<file path="src/pkg/rqa_consts.svh">
// register map, field positions, reset values and counts of the irq aggregator
// assumes a 32-bit apb slave with byte addresses, one aligned word per register
`ifndef RQA_CONSTS_SVH
`define RQA_CONSTS_SVH

// number of interrupt sources, of them the timer comparators
`define RQA_NUM_SRC 14
`define RQA_NUM_TMR 4
`define RQA_NUM_EVT 10

// byte offsets of the registers
`define RQA_OFS_STATUS 8'h00
`define RQA_OFS_MASK 8'h04
`define RQA_OFS_CTRL 8'h08
`define RQA_OFS_STATE 8'h0C
`define RQA_ADDR_W 8

// source positions inside status and mask
`define RQA_SRC_SEQ 0
`define RQA_SRC_TX 1
`define RQA_SRC_RX 2
`define RQA_SRC_CCA 3
`define RQA_SRC_WTRMRK 4
`define RQA_SRC_FILTER 5
`define RQA_SRC_UNLOCK 6
`define RQA_SRC_WAKE 7
`define RQA_SRC_PBERR 8
`define RQA_SRC_CIPHER 9
`define RQA_SRC_TMR1 10

// control register fields
`define RQA_CTRL_GMASK 0
`define RQA_CTRL_PUSHPULL 1

// state register fields
`define RQA_STATE_REQ 0
`define RQA_STATE_ABORTS 8

// reset values: everything masked, open-drain, nothing pending
`define RQA_RST_MASK 14'h3FFF
`define RQA_RST_GMASK 1'b1
`define RQA_RST_PUSHPULL 1'b0

// cycles from an apb setup phase to pready
`define RQA_APB_WAIT 1
`endif

</file>
<file path="src/pkg/rqa_pkg.sv">
// types shared by the irq aggregator files
// assumes rqa_consts.svh is on the include path
`include "rqa_consts.svh"

package rqa_pkg;
    // apb request side as one carrier
    typedef struct packed {
        logic psel;
        logic penable;
        logic pwrite;
        logic [`RQA_ADDR_W-1:0] paddr;
        logic [31:0] pwdata;
    } rqa_apb_req_t;

    // apb answer side
    typedef struct packed {
        logic pready;
        logic pslverr;
        logic [31:0] prdata;
    } rqa_apb_rsp_t;

    // state of the apb slave
    typedef enum logic [1:0] {
        RQA_IDLE = 2'b00,
        RQA_ACCESS = 2'b01
    } rqa_apb_st_t;
endpackage

</file>
<file path="src/hdl/rqa_pend_bit.sv">
// one sticky pending bit: set by a source event, cleared by a write of one
// assumes set and clear come from logic on the same clock
`timescale 1ns/1ps

module rqa_pend_bit
    import rqa_pkg::*;
(
    input wire logic i_core_clk,
    input wire logic i_reset,
    input wire logic i_set,
    input wire logic i_clr,
    output logic o_pend
);

    ////////////////////////////////////////////////////////////////////////
    // set beats clear so an event in the acknowledge cycle is kept
    always_ff @(posedge i_core_clk) begin
        if (i_reset) begin
            o_pend <= 1'b0;
        end else if (i_set) begin
            o_pend <= 1'b1;
        end else if (i_clr) begin
            o_pend <= 1'b0;
        end
    end

    pend_setwin_a: assert property (@(posedge i_core_clk) disable iff (i_reset)
        i_set |=> o_pend) else $error("pending bit lost a set");

endmodule

</file>
<file path="src/hdl/rqa_irq_agg.sv">
// interrupt aggregator: fourteen sticky sources, masks and one request pin
// assumes sources are one-cycle pulses from logic on i_core_clk, apb on the same clock
//
// Contract
// fourteen sources: sequence, tx, rx, cca, watermark, filter, unlock, wake, buffer, cipher, timers
// enabled pending sources are ORed into one active-low request output
// software selects push-pull or open-drain drive for the request pin
// every source has its own pending bit readable by the host
// a pending source reaches the output only while its mask bit is zero
// a global mask bit blocks any request regardless of other bits
// pending bits clear only by writing one; writing zero leaves them
// reading never changes any pending bit
// request stays asserted while any pending source is unmasked
// synthesizer unlock aborts the running sequence and sets its pending bit
// four timer sources come one each from the event timer comparators
// events latch regardless of mask; reset clears status, masks all, releases pin
`timescale 1ns/1ps
`include "rqa_consts.svh"

module rqa_irq_agg
    import rqa_pkg::*;
(
    input wire logic i_core_clk,
    input wire logic i_reset,
    input wire rqa_apb_req_t i_apb,
    output rqa_apb_rsp_t o_apb,
    input wire logic [`RQA_NUM_EVT-1:0] i_evt,
    input wire logic [`RQA_NUM_TMR-1:0] i_tmr_match,
    output logic o_seq_abort,
    output logic o_irq_n_out,
    output logic o_irq_n_oe
);

    ////////////////////////////////////////////////////////////////////////
    // declarations
    logic [`RQA_NUM_SRC-1:0] src_evt;
    logic [`RQA_NUM_SRC-1:0] pend;
    logic [`RQA_NUM_SRC-1:0] w1c;
    logic [`RQA_NUM_SRC-1:0] mask_ff;
    logic gmask_ff;
    logic pushpull_ff;
    logic req_ff;
    logic nxt_req;
    logic [7:0] abort_cnt_ff;
    rqa_apb_st_t apb_st_ff;
    logic [31:0] prdata_ff;
    logic [31:0] nxt_prdata;
    logic pready_ff;
    logic pslverr_ff;
    logic wr_fire;
    logic setup;
    logic mapped;

    ////////////////////////////////////////////////////////////////////////
    // address decode, used for both the read mux and the write strobes
    function automatic logic reg_hit(input logic [`RQA_ADDR_W-1:0] addr,
                                     input logic [`RQA_ADDR_W-1:0] ofs);
        reg_hit = (addr == ofs);
    endfunction

    ////////////////////////////////////////////////////////////////////////
    // source vector
    // fourteen sources
    // timers from comparators
    assign src_evt = {i_tmr_match, i_evt};

    ////////////////////////////////////////////////////////////////////////
    // apb handshake: no wait state, pready in the first access cycle; read data comes from a register
    assign setup = i_apb.psel && !i_apb.penable;
    assign mapped = reg_hit(i_apb.paddr, `RQA_OFS_STATUS) ||
                    reg_hit(i_apb.paddr, `RQA_OFS_MASK) ||
                    reg_hit(i_apb.paddr, `RQA_OFS_CTRL) ||
                    reg_hit(i_apb.paddr, `RQA_OFS_STATE);
    // a write lands only at the edge where the master sees pready
    assign wr_fire = i_apb.psel && i_apb.penable && pready_ff && i_apb.pwrite
                     && !pslverr_ff;

    // slave state machine
    always_ff @(posedge i_core_clk) begin
        if (i_reset) begin
            apb_st_ff <= RQA_IDLE;
        end else begin
            case (apb_st_ff)
                RQA_IDLE: begin
                    if (setup) begin
                        apb_st_ff <= RQA_ACCESS;
                    end
                end
                RQA_ACCESS: begin
                    apb_st_ff <= RQA_IDLE;
                end
                default: begin
                    apb_st_ff <= RQA_IDLE;
                end
            endcase
        end
    end

    // pready and pslverr for exactly the access cycle
    always_ff @(posedge i_core_clk) begin
        if (i_reset) begin
            pready_ff <= 1'b0;
            pslverr_ff <= 1'b0;
        end else begin
            pready_ff <= setup && (apb_st_ff == RQA_IDLE);
            pslverr_ff <= setup && (apb_st_ff == RQA_IDLE) && !mapped;
        end
    end

    ////////////////////////////////////////////////////////////////////////
    // read mux, sampled in the setup cycle
    // pending bits readable
    always_comb begin
        nxt_prdata = 32'h0000_0000;
        if (reg_hit(i_apb.paddr, `RQA_OFS_STATUS)) begin
            nxt_prdata[`RQA_NUM_SRC-1:0] = pend;
        end else if (reg_hit(i_apb.paddr, `RQA_OFS_MASK)) begin
            nxt_prdata[`RQA_NUM_SRC-1:0] = mask_ff;
        end else if (reg_hit(i_apb.paddr, `RQA_OFS_CTRL)) begin
            nxt_prdata[`RQA_CTRL_GMASK] = gmask_ff;
            nxt_prdata[`RQA_CTRL_PUSHPULL] = pushpull_ff;
        end else if (reg_hit(i_apb.paddr, `RQA_OFS_STATE)) begin
            nxt_prdata[`RQA_STATE_REQ] = req_ff;
            nxt_prdata[`RQA_STATE_ABORTS +: 8] = abort_cnt_ff;
        end
    end

    // read data register; holds between transfers
    always_ff @(posedge i_core_clk) begin
        if (i_reset) begin
            prdata_ff <= 32'h0000_0000;
        end else if (setup && !i_apb.pwrite) begin
            prdata_ff <= nxt_prdata;
        end
    end

    assign o_apb.pready = pready_ff;
    assign o_apb.pslverr = pslverr_ff;
    assign o_apb.prdata = prdata_ff;

    ////////////////////////////////////////////////////////////////////////
    // pending bits; reads take no part in clearing
    // write one clears
    // reads leave status
    assign w1c = (wr_fire && reg_hit(i_apb.paddr, `RQA_OFS_STATUS)) ?
                 i_apb.pwdata[`RQA_NUM_SRC-1:0] : '0;

    // latch regardless of mask
    genvar gi;
    generate
        for (gi = 0; gi < `RQA_NUM_SRC; gi++) begin : g_pend
            rqa_pend_bit u_pend (
                .i_core_clk(i_core_clk),
                .i_reset(i_reset),
                .i_set(src_evt[gi]),
                .i_clr(w1c[gi]),
                .o_pend(pend[gi])
            );
        end
    endgenerate

    ////////////////////////////////////////////////////////////////////////
    // mask and control registers, all masked after reset
    // reset masks everything
    always_ff @(posedge i_core_clk) begin
        if (i_reset) begin
            mask_ff <= `RQA_RST_MASK;
        end else if (wr_fire && reg_hit(i_apb.paddr, `RQA_OFS_MASK)) begin
            mask_ff <= i_apb.pwdata[`RQA_NUM_SRC-1:0];
        end
    end

    // drive mode select
    // global mask bit
    always_ff @(posedge i_core_clk) begin
        if (i_reset) begin
            gmask_ff <= `RQA_RST_GMASK;
            pushpull_ff <= `RQA_RST_PUSHPULL;
        end else if (wr_fire && reg_hit(i_apb.paddr, `RQA_OFS_CTRL)) begin
            gmask_ff <= i_apb.pwdata[`RQA_CTRL_GMASK];
            pushpull_ff <= i_apb.pwdata[`RQA_CTRL_PUSHPULL];
        end
    end

    ////////////////////////////////////////////////////////////////////////
    // request combine; pin lags pending by one cycle, registered from nxt_req beside req_ff
    // or of enabled sources
    // mask zero enables
    // held while any unmasked
    assign nxt_req = !gmask_ff && |(pend & ~mask_ff);

    always_ff @(posedge i_core_clk) begin
        if (i_reset) begin
            req_ff <= 1'b0;
        end else begin
            req_ff <= nxt_req;
        end
    end

    // pin drive; open-drain only pulls low, an external pull-up sets high
    // push-pull or open-drain
    always_ff @(posedge i_core_clk) begin
        if (i_reset) begin
            o_irq_n_out <= 1'b1;
            o_irq_n_oe <= 1'b0;
        end else if (pushpull_ff) begin
            o_irq_n_out <= !nxt_req;
            o_irq_n_oe <= 1'b1;
        end else begin
            o_irq_n_out <= 1'b0;
            o_irq_n_oe <= nxt_req;
        end
    end

    ////////////////////////////////////////////////////////////////////////
    // synthesizer unlock aborts the sequence; counter saturates for software
    // unlock aborts sequence
    always_ff @(posedge i_core_clk) begin
        if (i_reset) begin
            o_seq_abort <= 1'b0;
        end else begin
            o_seq_abort <= i_evt[`RQA_SRC_UNLOCK];
        end
    end

    always_ff @(posedge i_core_clk) begin
        if (i_reset) begin
            abort_cnt_ff <= 8'h00;
        end else if (i_evt[`RQA_SRC_UNLOCK] && abort_cnt_ff != 8'hFF) begin
            abort_cnt_ff <= abort_cnt_ff + 8'h01;
        end
    end

    ////////////////////////////////////////////////////////////////////////
    // assertions
    // event latches even when masked
    evt_latch_a: assert property (@(posedge i_core_clk) disable iff (i_reset)
        src_evt[`RQA_SRC_TMR1] |=> pend[`RQA_SRC_TMR1])
        else $error("timer one event not latched");

    // pin asserted in the cycle after an unmasked pending source
    req_drive_a: assert property (@(posedge i_core_clk) disable iff (i_reset)
        (!gmask_ff && |(pend & ~mask_ff)) |=> (o_irq_n_oe && !o_irq_n_out))
        else $error("request not driven low");

    // masked sources stay silent
    mask_block_a: assert property (@(posedge i_core_clk) disable iff (i_reset)
        ((pend & ~mask_ff) == '0) |=> !req_ff)
        else $error("masked source reached request");

    // global mask wins
    gmask_block_a: assert property (@(posedge i_core_clk) disable iff (i_reset)
        gmask_ff |=> !req_ff)
        else $error("global mask did not block");

    // a zero write keeps a pending bit
    w0_keep_a: assert property (@(posedge i_core_clk) disable iff (i_reset)
        (wr_fire && reg_hit(i_apb.paddr, `RQA_OFS_STATUS) && pend[0] && !i_apb.pwdata[0])
        |=> pend[0])
        else $error("zero write cleared status");

    // a one write clears when no new event
    w1_clear_a: assert property (@(posedge i_core_clk) disable iff (i_reset)
        (wr_fire && reg_hit(i_apb.paddr, `RQA_OFS_STATUS) && i_apb.pwdata[1] && !src_evt[1])
        |=> !pend[1])
        else $error("one write did not clear");

    // reads do not disturb status
    read_keep_a: assert property (@(posedge i_core_clk) disable iff (i_reset)
        (i_apb.psel && !i_apb.pwrite && src_evt == '0) |=> $stable(pend))
        else $error("read changed status");

    // request stays while cause stays
    req_hold_a: assert property (@(posedge i_core_clk) disable iff (i_reset)
        (req_ff && nxt_req) |=> req_ff [*1] ##1 (req_ff || !$past(nxt_req)))
        else $error("request dropped early");

    // open-drain never drives high
    od_mode_a: assert property (@(posedge i_core_clk) disable iff (i_reset)
        (!pushpull_ff && !$past(pushpull_ff)) |-> !(o_irq_n_oe && o_irq_n_out))
        else $error("open drain drove high");

    // unlock gives abort and pending one cycle later
    unlock_abort_a: assert property (@(posedge i_core_clk) disable iff (i_reset)
        i_evt[`RQA_SRC_UNLOCK] |=> (o_seq_abort && pend[`RQA_SRC_UNLOCK]))
        else $error("unlock did not abort");

    // reset leaves pin released
    rst_release_a: assert property (@(posedge i_core_clk)
        ($past(i_reset) && !i_reset) |->
        (!o_irq_n_oe && pend == '0 && mask_ff == `RQA_RST_MASK))
        else $error("reset state wrong");

    // pready one cycle after setup
    apb_wait_a: assert property (@(posedge i_core_clk) disable iff (i_reset)
        (setup && apb_st_ff == RQA_IDLE) |=> pready_ff ##1 !pready_ff)
        else $error("pready timing wrong");

    // unmapped address answers with an error beside pready
    err_unmapped_a: assert property (@(posedge i_core_clk) disable iff (i_reset)
        (setup && apb_st_ff == RQA_IDLE && !mapped) |=> (pready_ff && pslverr_ff))
        else $error("unmapped access without error");

    // an errored write leaves mask and control alone
    err_nowrite_a: assert property (@(posedge i_core_clk) disable iff (i_reset)
        (i_apb.psel && i_apb.penable && pslverr_ff) |=>
        ($stable(mask_ff) && $stable(gmask_ff) && $stable(pushpull_ff)))
        else $error("errored write changed a register");

    // a status read returns the pending bits of its setup cycle
    status_view_a: assert property (@(posedge i_core_clk) disable iff (i_reset)
        (setup && !i_apb.pwrite && reg_hit(i_apb.paddr, `RQA_OFS_STATUS)) |=>
        (prdata_ff[`RQA_NUM_SRC-1:0] == $past(pend)))
        else $error("status read wrong");

    // bits above the widest register always read zero
    rsvd_zero_a: assert property (@(posedge i_core_clk) disable iff (i_reset)
        pready_ff |-> (prdata_ff[31:16] == 16'h0000))
        else $error("reserved read bits set");

    // a mask write lands whole at the access edge
    mask_write_a: assert property (@(posedge i_core_clk) disable iff (i_reset)
        (wr_fire && reg_hit(i_apb.paddr, `RQA_OFS_MASK)) |=>
        (mask_ff == $past(i_apb.pwdata[`RQA_NUM_SRC-1:0])))
        else $error("mask write lost");

    // push-pull drives the idle level high itself
    pp_idle_a: assert property (@(posedge i_core_clk) disable iff (i_reset)
        (pushpull_ff && !nxt_req) |=> (o_irq_n_oe && o_irq_n_out))
        else $error("push-pull idle not driven high");

    // open-drain lets go of the pin when nothing is asked
    od_release_a: assert property (@(posedge i_core_clk) disable iff (i_reset)
        (!pushpull_ff && !nxt_req) |=> !o_irq_n_oe)
        else $error("open drain held the pin");

    // abort only follows an unlock, never by itself
    abort_cause_a: assert property (@(posedge i_core_clk) disable iff (i_reset)
        o_seq_abort |-> $past(i_evt[`RQA_SRC_UNLOCK]))
        else $error("abort without unlock");

    // covers
    req_seen_c: cover property (@(posedge i_core_clk) disable iff (i_reset)
        !o_irq_n_out && o_irq_n_oe);
    ack_seen_c: cover property (@(posedge i_core_clk) disable iff (i_reset)
        req_ff ##1 !req_ff);
    setclr_c: cover property (@(posedge i_core_clk) disable iff (i_reset)
        |(src_evt & w1c));
    unlock_c: cover property (@(posedge i_core_clk) disable iff (i_reset)
        o_seq_abort);
    pp_req_c: cover property (@(posedge i_core_clk) disable iff (i_reset)
        pushpull_ff && req_ff);

endmodule

</file>
<file path="config.mk">
export PLATFORM = sky130hd
export DESIGN_NAME = rqa_irq_agg
export DESIGN_NICKNAME = d
export VERILOG_FILES = /design/src/pkg/rqa_pkg.sv /design/src/hdl/rqa_pend_bit.sv /design/src/hdl/rqa_irq_agg.sv
export VERILOG_INCLUDE_DIRS = /design/src /design/src/pkg
export SDC_FILE = /design/constraint.sdc
export NUM_CORES = 1
export LEC_CHECK = 0
export BUFFER_PORTS_ARGS = -buffer_cell sky130_fd_sc_hd__buf_2
export CAP_MARGIN = 20
export CORE_MARGIN = 2
export CORE_UTILIZATION = 25
export CTS_CLUSTER_SIZE = 10
export DETAILED_ROUTE_END_ITERATION = 16
export PLACE_DENSITY = 0.55
export SLEW_MARGIN = 10
export SYNTH_ARGS = -nofsm -noshare
export SYNTH_HDL_FRONTEND = slang
export SYNTH_SLANG_ARGS = --single-unit
</file>
<file path="constraint.sdc">
create_clock -name i_core_clk -period 1.8 [get_ports i_core_clk]
set_clock_uncertainty 0.15 [all_clocks]
set_input_delay 0 -clock i_core_clk [delete_from_list [all_inputs] [get_ports i_core_clk]]
set_output_delay 0 -clock i_core_clk [all_outputs]
set_load 0.1 [all_outputs]
</file>
# After elaboration in Yosys (flattened, before gate mapping)
# Index checks and enable logic that the tools add are counted.
[totals]
ff_bits = 61
latch_bits = 0
ramBits = 0
romBits = 0
out_inout_bits = 37
wordCells = 116
memories = 0
[classes]
n_addsub = 1
multipliers = 0
div = 0
order_cmp = 0
eq_ne = 4
shift = 0
n_mux = 42
n_bitwise = 3
reduce_logical = 40
[op_table]
columns = ["operator", "count"]
rows = [
  ["$mux 1", 33],
  ["$mux 14", 2],
  ["$reduce_bool 2->1", 14],
  ["$eq 8x4->1 const B", 2],
  ["$mux 8", 2],
  ["$and 14x14->14", 1],
  ["$not 14->14", 1],
  ["$reduce_or 14->1", 1],
  ["$logic_and 1x1->1", 13],
  ["$mux 6", 2],
  ["$add 8x1->8 const B", 1],
  ["$eq 8x3->1 const B", 1],
  ["$logic_not 8->1", 1],
  ["$ne 8x8->1 const B", 1],
  ["$logic_not 1->1", 6],
  ["$mux 2", 3],
  ["$logic_or 1x1->1", 3],
  ["$logic_not 2->1", 1],
  ["$reduce_or 2->1", 1],
  ["$not 1->1", 1],
]

# Depth between registers and ports, before layout
[logic_depth]
ltp_word = 8
ltp_mapped = 5
ltp_nobuf = 4

# By module
# From an unflattened synthesis, not the netlist that was laid out.
[unflattened]
cells_unflattened = 351
area_unflattened_um2 = 3072.9
[modules_own_cells]
columns = ["mod", "n_inst", "cells_per_inst", "area_per_inst_um2"]
rows = [
  ["rqa_irq_agg", 1, 295, 2529.9],
  ["rqa_pend_bit", 14, 4, 38.8],
]

# Least setup slack after synthesis
# No wires, ideal clock.
[synth_timing]
path_type = "input port to flip-flop"
startpoint = "input i_apb[33] (netlist name)"
endpoint = "register mask_ff[0]"
setup_time_ns = 0.072
arrival_time_ns = 1.407
required_ns = 1.578
setup_slack_ns = 0.171
path_stages = 4
n_path_buf = 1
path_cell_list = "or4_4 -> nor4_4 -> buf_6 -> mux2i_1"
[synth_via]
elab_chain_cells = 2
[synth_lines]
columns = ["element", "line", "source"]
rows = [
  ["start: declaration", "rqa_irq_agg.sv:25", "input wire rqa_apb_req_t i_apb,"],
  ["$eq 8x3->1", "rqa_irq_agg.sv:58", "reg_hit = (addr == ofs);"],
  ["$logic_and 1x1->1", "rqa_irq_agg.sv:168", "end else if (wr_fire && reg_hit(i_apb.paddr, `RQA_OFS_MASK)) begin"],
  ["end signal: assignment", "rqa_irq_agg.sv:167", "mask_ff <= `RQA_RST_MASK;"],
  ["end signal: assignment", "rqa_irq_agg.sv:169", "mask_ff <= i_apb.pwdata[`RQA_NUM_SRC-1:0];"],
  ["end: declaration", "rqa_irq_agg.sv:39", "logic [`RQA_NUM_SRC-1:0] mask_ff;"],
]
# Every way passes these cells.
# A chain may end at the register's enable or synchronous reset.

# Final worst setup path
[layout_timing]
startpoint = "input i_reset"
endpoint = "register apb_st_ff[0]"
[layout_via]
elab_chain_cells = 1
[layout_lines]
columns = ["element", "line", "source"]
rows = [
  ["start: declaration", "rqa_irq_agg.sv:24", "input wire logic i_reset,"],
  ["$reduce_or 2->1 (no line)", "-", ""],
  ["end signal: assignment", "rqa_irq_agg.sv:81", "apb_st_ff <= RQA_IDLE;"],
  ["end signal: assignment", "rqa_irq_agg.sv:86", "apb_st_ff <= RQA_ACCESS;"],
  ["end signal: assignment", "rqa_irq_agg.sv:90", "apb_st_ff <= RQA_IDLE;"],
  ["end: declaration", "rqa_irq_agg.sv:45", "rqa_apb_st_t apb_st_ff;"],
]
# Every way passes these cells.

==> impl_metrics.tcl <==
set metrics [dict create \
    grt_antenna_before_repair 0 \
    first_pass_iters 4 \
    ir_drop_mv 0.439 \
    r2r_end "abort_cnt_ff[0]$_SDFFE_PP0P_" \
    drv_cap 0 \
    seqPwrFrac_pct 40.7 \
    synth_seq_cells 61 \
    num_antenna_cells 0 \
    synth.area.top_cells "dfxtp_1 (40%), nor2_1 (6.6%), mux2i_1 (5.9%)" \
    cts_root_buffer "clkbuf_16" \
    holdWs_ps 27.4 \
    cp.arrival_ps 1790 \
    slowest_stage "dlygate4sd3_1" \
    grt_overflow 0 \
    synth_top_area_share_pct 40.3 \
    regArea_um2 1220 \
    die_width_um 114 \
    pin_count 96 \
    syn_inst 347 \
    pwr-share-clk_pct 45.5 \
    finalPower_uw 3470 \
    antenna_left 0 \
    min_path_cells 5 \
    fin_nets 504 \
    rrSetupSlack_ps 140 \
    rsz0062_at_grt "false" \
    route.detailed.drc 0 \
    clk_pin_slew_ps 50 \
    cp-start-kind "primary input" \
    track_usage_pct 13.4 \
    rr_startpoint "abort_cnt_ff[0]$_SDFFE_PP0P_" \
    holdCritStartpoint "i_apb[38]" \
    clockBufferDepth 2 \
    setup_viol 0 \
    grt_max_degree 37 \
    initial_utilization_pct 25.4 \
    first_global_vias 2703 \
    wl_per_cell_um 14.0 \
    holdCritPathClass "in -> reg" \
    critPathKind "in -> reg" \
    worstSkewPairLatency_ps 330 \
    required_ps 1920 \
    tightest_slew_ps 516 \
    synth_common_cells "dfxtp_1 (61), nor2_1 (53), nand2_1 (23), inv_1 (19)" \
    die-area_um2 13000 \
    max_slew_margin_pct 65.8 \
    synth_edf_count 0 \
    multi_input_area_um2 1580 \
    p_sw_share_pct 26.8 \
    internal_power_uw 2540 \
    yosys.area.top_type "dfxtp_1" \
    syn_avg_cell_area_um2 8.73 \
    postSynth.asyncResetShare_pct 0 \
    dr.first_iter.drc_count 170 \
    ys_warn_count 0 \
    cts_buffers 9 \
    clock-sinks 61 \
    slew_viol_final 0 \
    whs_endpoint "prdata_ff[3]$_SDFFE_PP0P_" \
    fmax_ghz 0.599 \
    place_hpwl_mm 6.03 \
    worstSetupEndpointType "register" \
    leakage_uw 0.00164 \
    cts_resized 0 \
    ys_seq_area_share_pct 40.3 \
    io_buffers 61 \
    viasPerCell 4.73 \
    power.switching_uw 929 \
    max_stage_delay_ps 600 \
    cpMostUsedCell "dlygate4sd3_1" \
    reg2reg_depth 4 \
    fin_setup_tns_ps 0 \
    finalCritPeriodShare_pct 92.8 \
    fp.dieH_um 114 \
    num_vias 2817 \
    ys_types 54 \
    synth-main-ff-cell "dfxtp_1" \
    p_per_area_nw_per_um2 851 \
    areaGrowthSynthToFinish_pct 34.7 \
    synth.most_common_cell "dfxtp_1" \
    wl_mm 8.33 \
    crit_fanout 17 \
    grt_pass1_wl_mm 13.4 \
    syn_area_um2 3030 \
    path_cells "dlygate4sd3_1 > buf_2 > nor4b_1 > dlygate4sd3_1" \
    coreArea_um2 11900 \
    pwr-share-comb_pct 13.8 \
    h-tree-depth 3 \
    drive_above_1_share_pct 22.3 \
    gp_congestion 0.767 \
    outcome "complete, no violations" \
    nFillCells 1261 \
    fp-row-count 40 \
    layout_min_cycle_time_ps 1670 \
    finalHoldViolCount 0 \
    cts_tree "yes" \
]
-- power groups by stage --
stage / Clock [uW] / Sequential, uW / Combinational, uW
3_3_place_gp: 0 / 1440 / 419
5_1_grt: 1680 / 1420 / 515
6_report: 1580 / 1410 / 479
2_1_floorplan: 0 / 1450 / 328
4_1_cts: 1610 / 1410 / 479
3_5_place_dp: 0 / 1440 / 425
-- cell usage in the layout (no fill, tap or decap), types with 2 or more instances in the layout --
master / count
dfxtp_1: 61
buf_2: 61
nor2_1: 53
dlygate4sd3_1: 33
nand2_1: 23
inv_1: 19
mux2i_1: 18
conb_1: 16
a311oi_1: 14
nor2b_1: 13
a22oi_1: 12
nand2b_1: 12
buf_4: 12
nand4_1: 9
a21oi_1: 9
clkbuf_16: 9
mux2_2: 7
nand3_1: 6
a311o_1: 6
clkbuf_1: 4
nor3_1: 3
o2111ai_1: 3
o311ai_0: 2
o41ai_1: 2
nor4_1: 2
a32o_1: 2
nor4b_1: 2
a31oi_1: 2
o21ai_0: 2
nor4_2: 2
a22o_1: 2
o41a_1: 2
clkbuf_8: 2
-- per-stage QoR --
step	area (um2)	setup slack, ps	cells	util, %
5_1_grt	4080	17.2	596	34.3
2_1_floorplan	3090	171	362	-
3_3_place_gp	3480	158	547	29.2
6_report	4080	130	596	34.3
4_1_cts	4080	134	596	34.3
3_5_place_dp	3480	118	547	29.2
-- worst max-delay path by stage --
stage,from,slack [ps],cells after the start,endpoint
2_1_floorplan,i_apb[33],170,4,mask_ff[0]$_SDFFE_PP1P_
6_report,i_reset,130,4,apb_st_ff[0]$_SDFFE_PP0N_
3_5_place_dp,i_apb[33],120,5,mask_ff[12]$_SDFFE_PP1P_
5_1_grt,abort_cnt_ff[0]$_SDFFE_PP0P_,20,4,abort_cnt_ff[3]$_SDFFE_PP0P_
4_1_cts,abort_cnt_ff[0]$_SDFFE_PP0P_,130,4,abort_cnt_ff[0]$_SDFFE_PP0P_
3_3_place_gp,i_apb[33],160,5,mask_ff[10]$_SDFFE_PP1P_
-- flip-flops by register name (all words and copies together), names as in the netlist, 8 cells and up --
register	flops
prdata_ff	16
g_pend.u_pend.o_pend	14
mask_ff	14
abort_cnt_ff	8
-- area by class of cell --
type / instances / area share [%]
clock inverters: 1 / 0.123
well taps: 147 / 4.51
flip-flops and latches: 61 / 29.9
multi-input cells: 245 / 38.8
clock buffers: 15 / 6.56
inverters: 20 / 1.84
repair buffers: 107 / 18.3
-- cell families after synthesis --
kind of cell | share of synthesized area (%)
multiplexers | 9.29
AO/OA/AOI/OAI | 17.2
AND/OR/NAND/NOR | 23.1
adder cells (fa/ha/maj) | 0.413
flip-flops | 40.3
buffers and inverters | 9.54
other | 0.124
-- layer usage --
layer	up-vias	global-route usage, %	part of all wire, %
li1	1421	-	-
met1	1304	17.5	47
met2	85	20.6	45
met3	7	3.81	6.3
met4	0	5.69	1.5
met5	-	0	0
-- critical path: cells and delay by family --
kind	cells	cell delay, ps
buffers and inverters	3	1380
AND/OR/NAND/NOR	1	390
-- timing repair --
action,in CTS,in global routing
buffers inserted,0,0
hold buffers,33,0
endpoints found under the hold margin,39,0
Note: power is estimated with default switching activity, not from simulation.
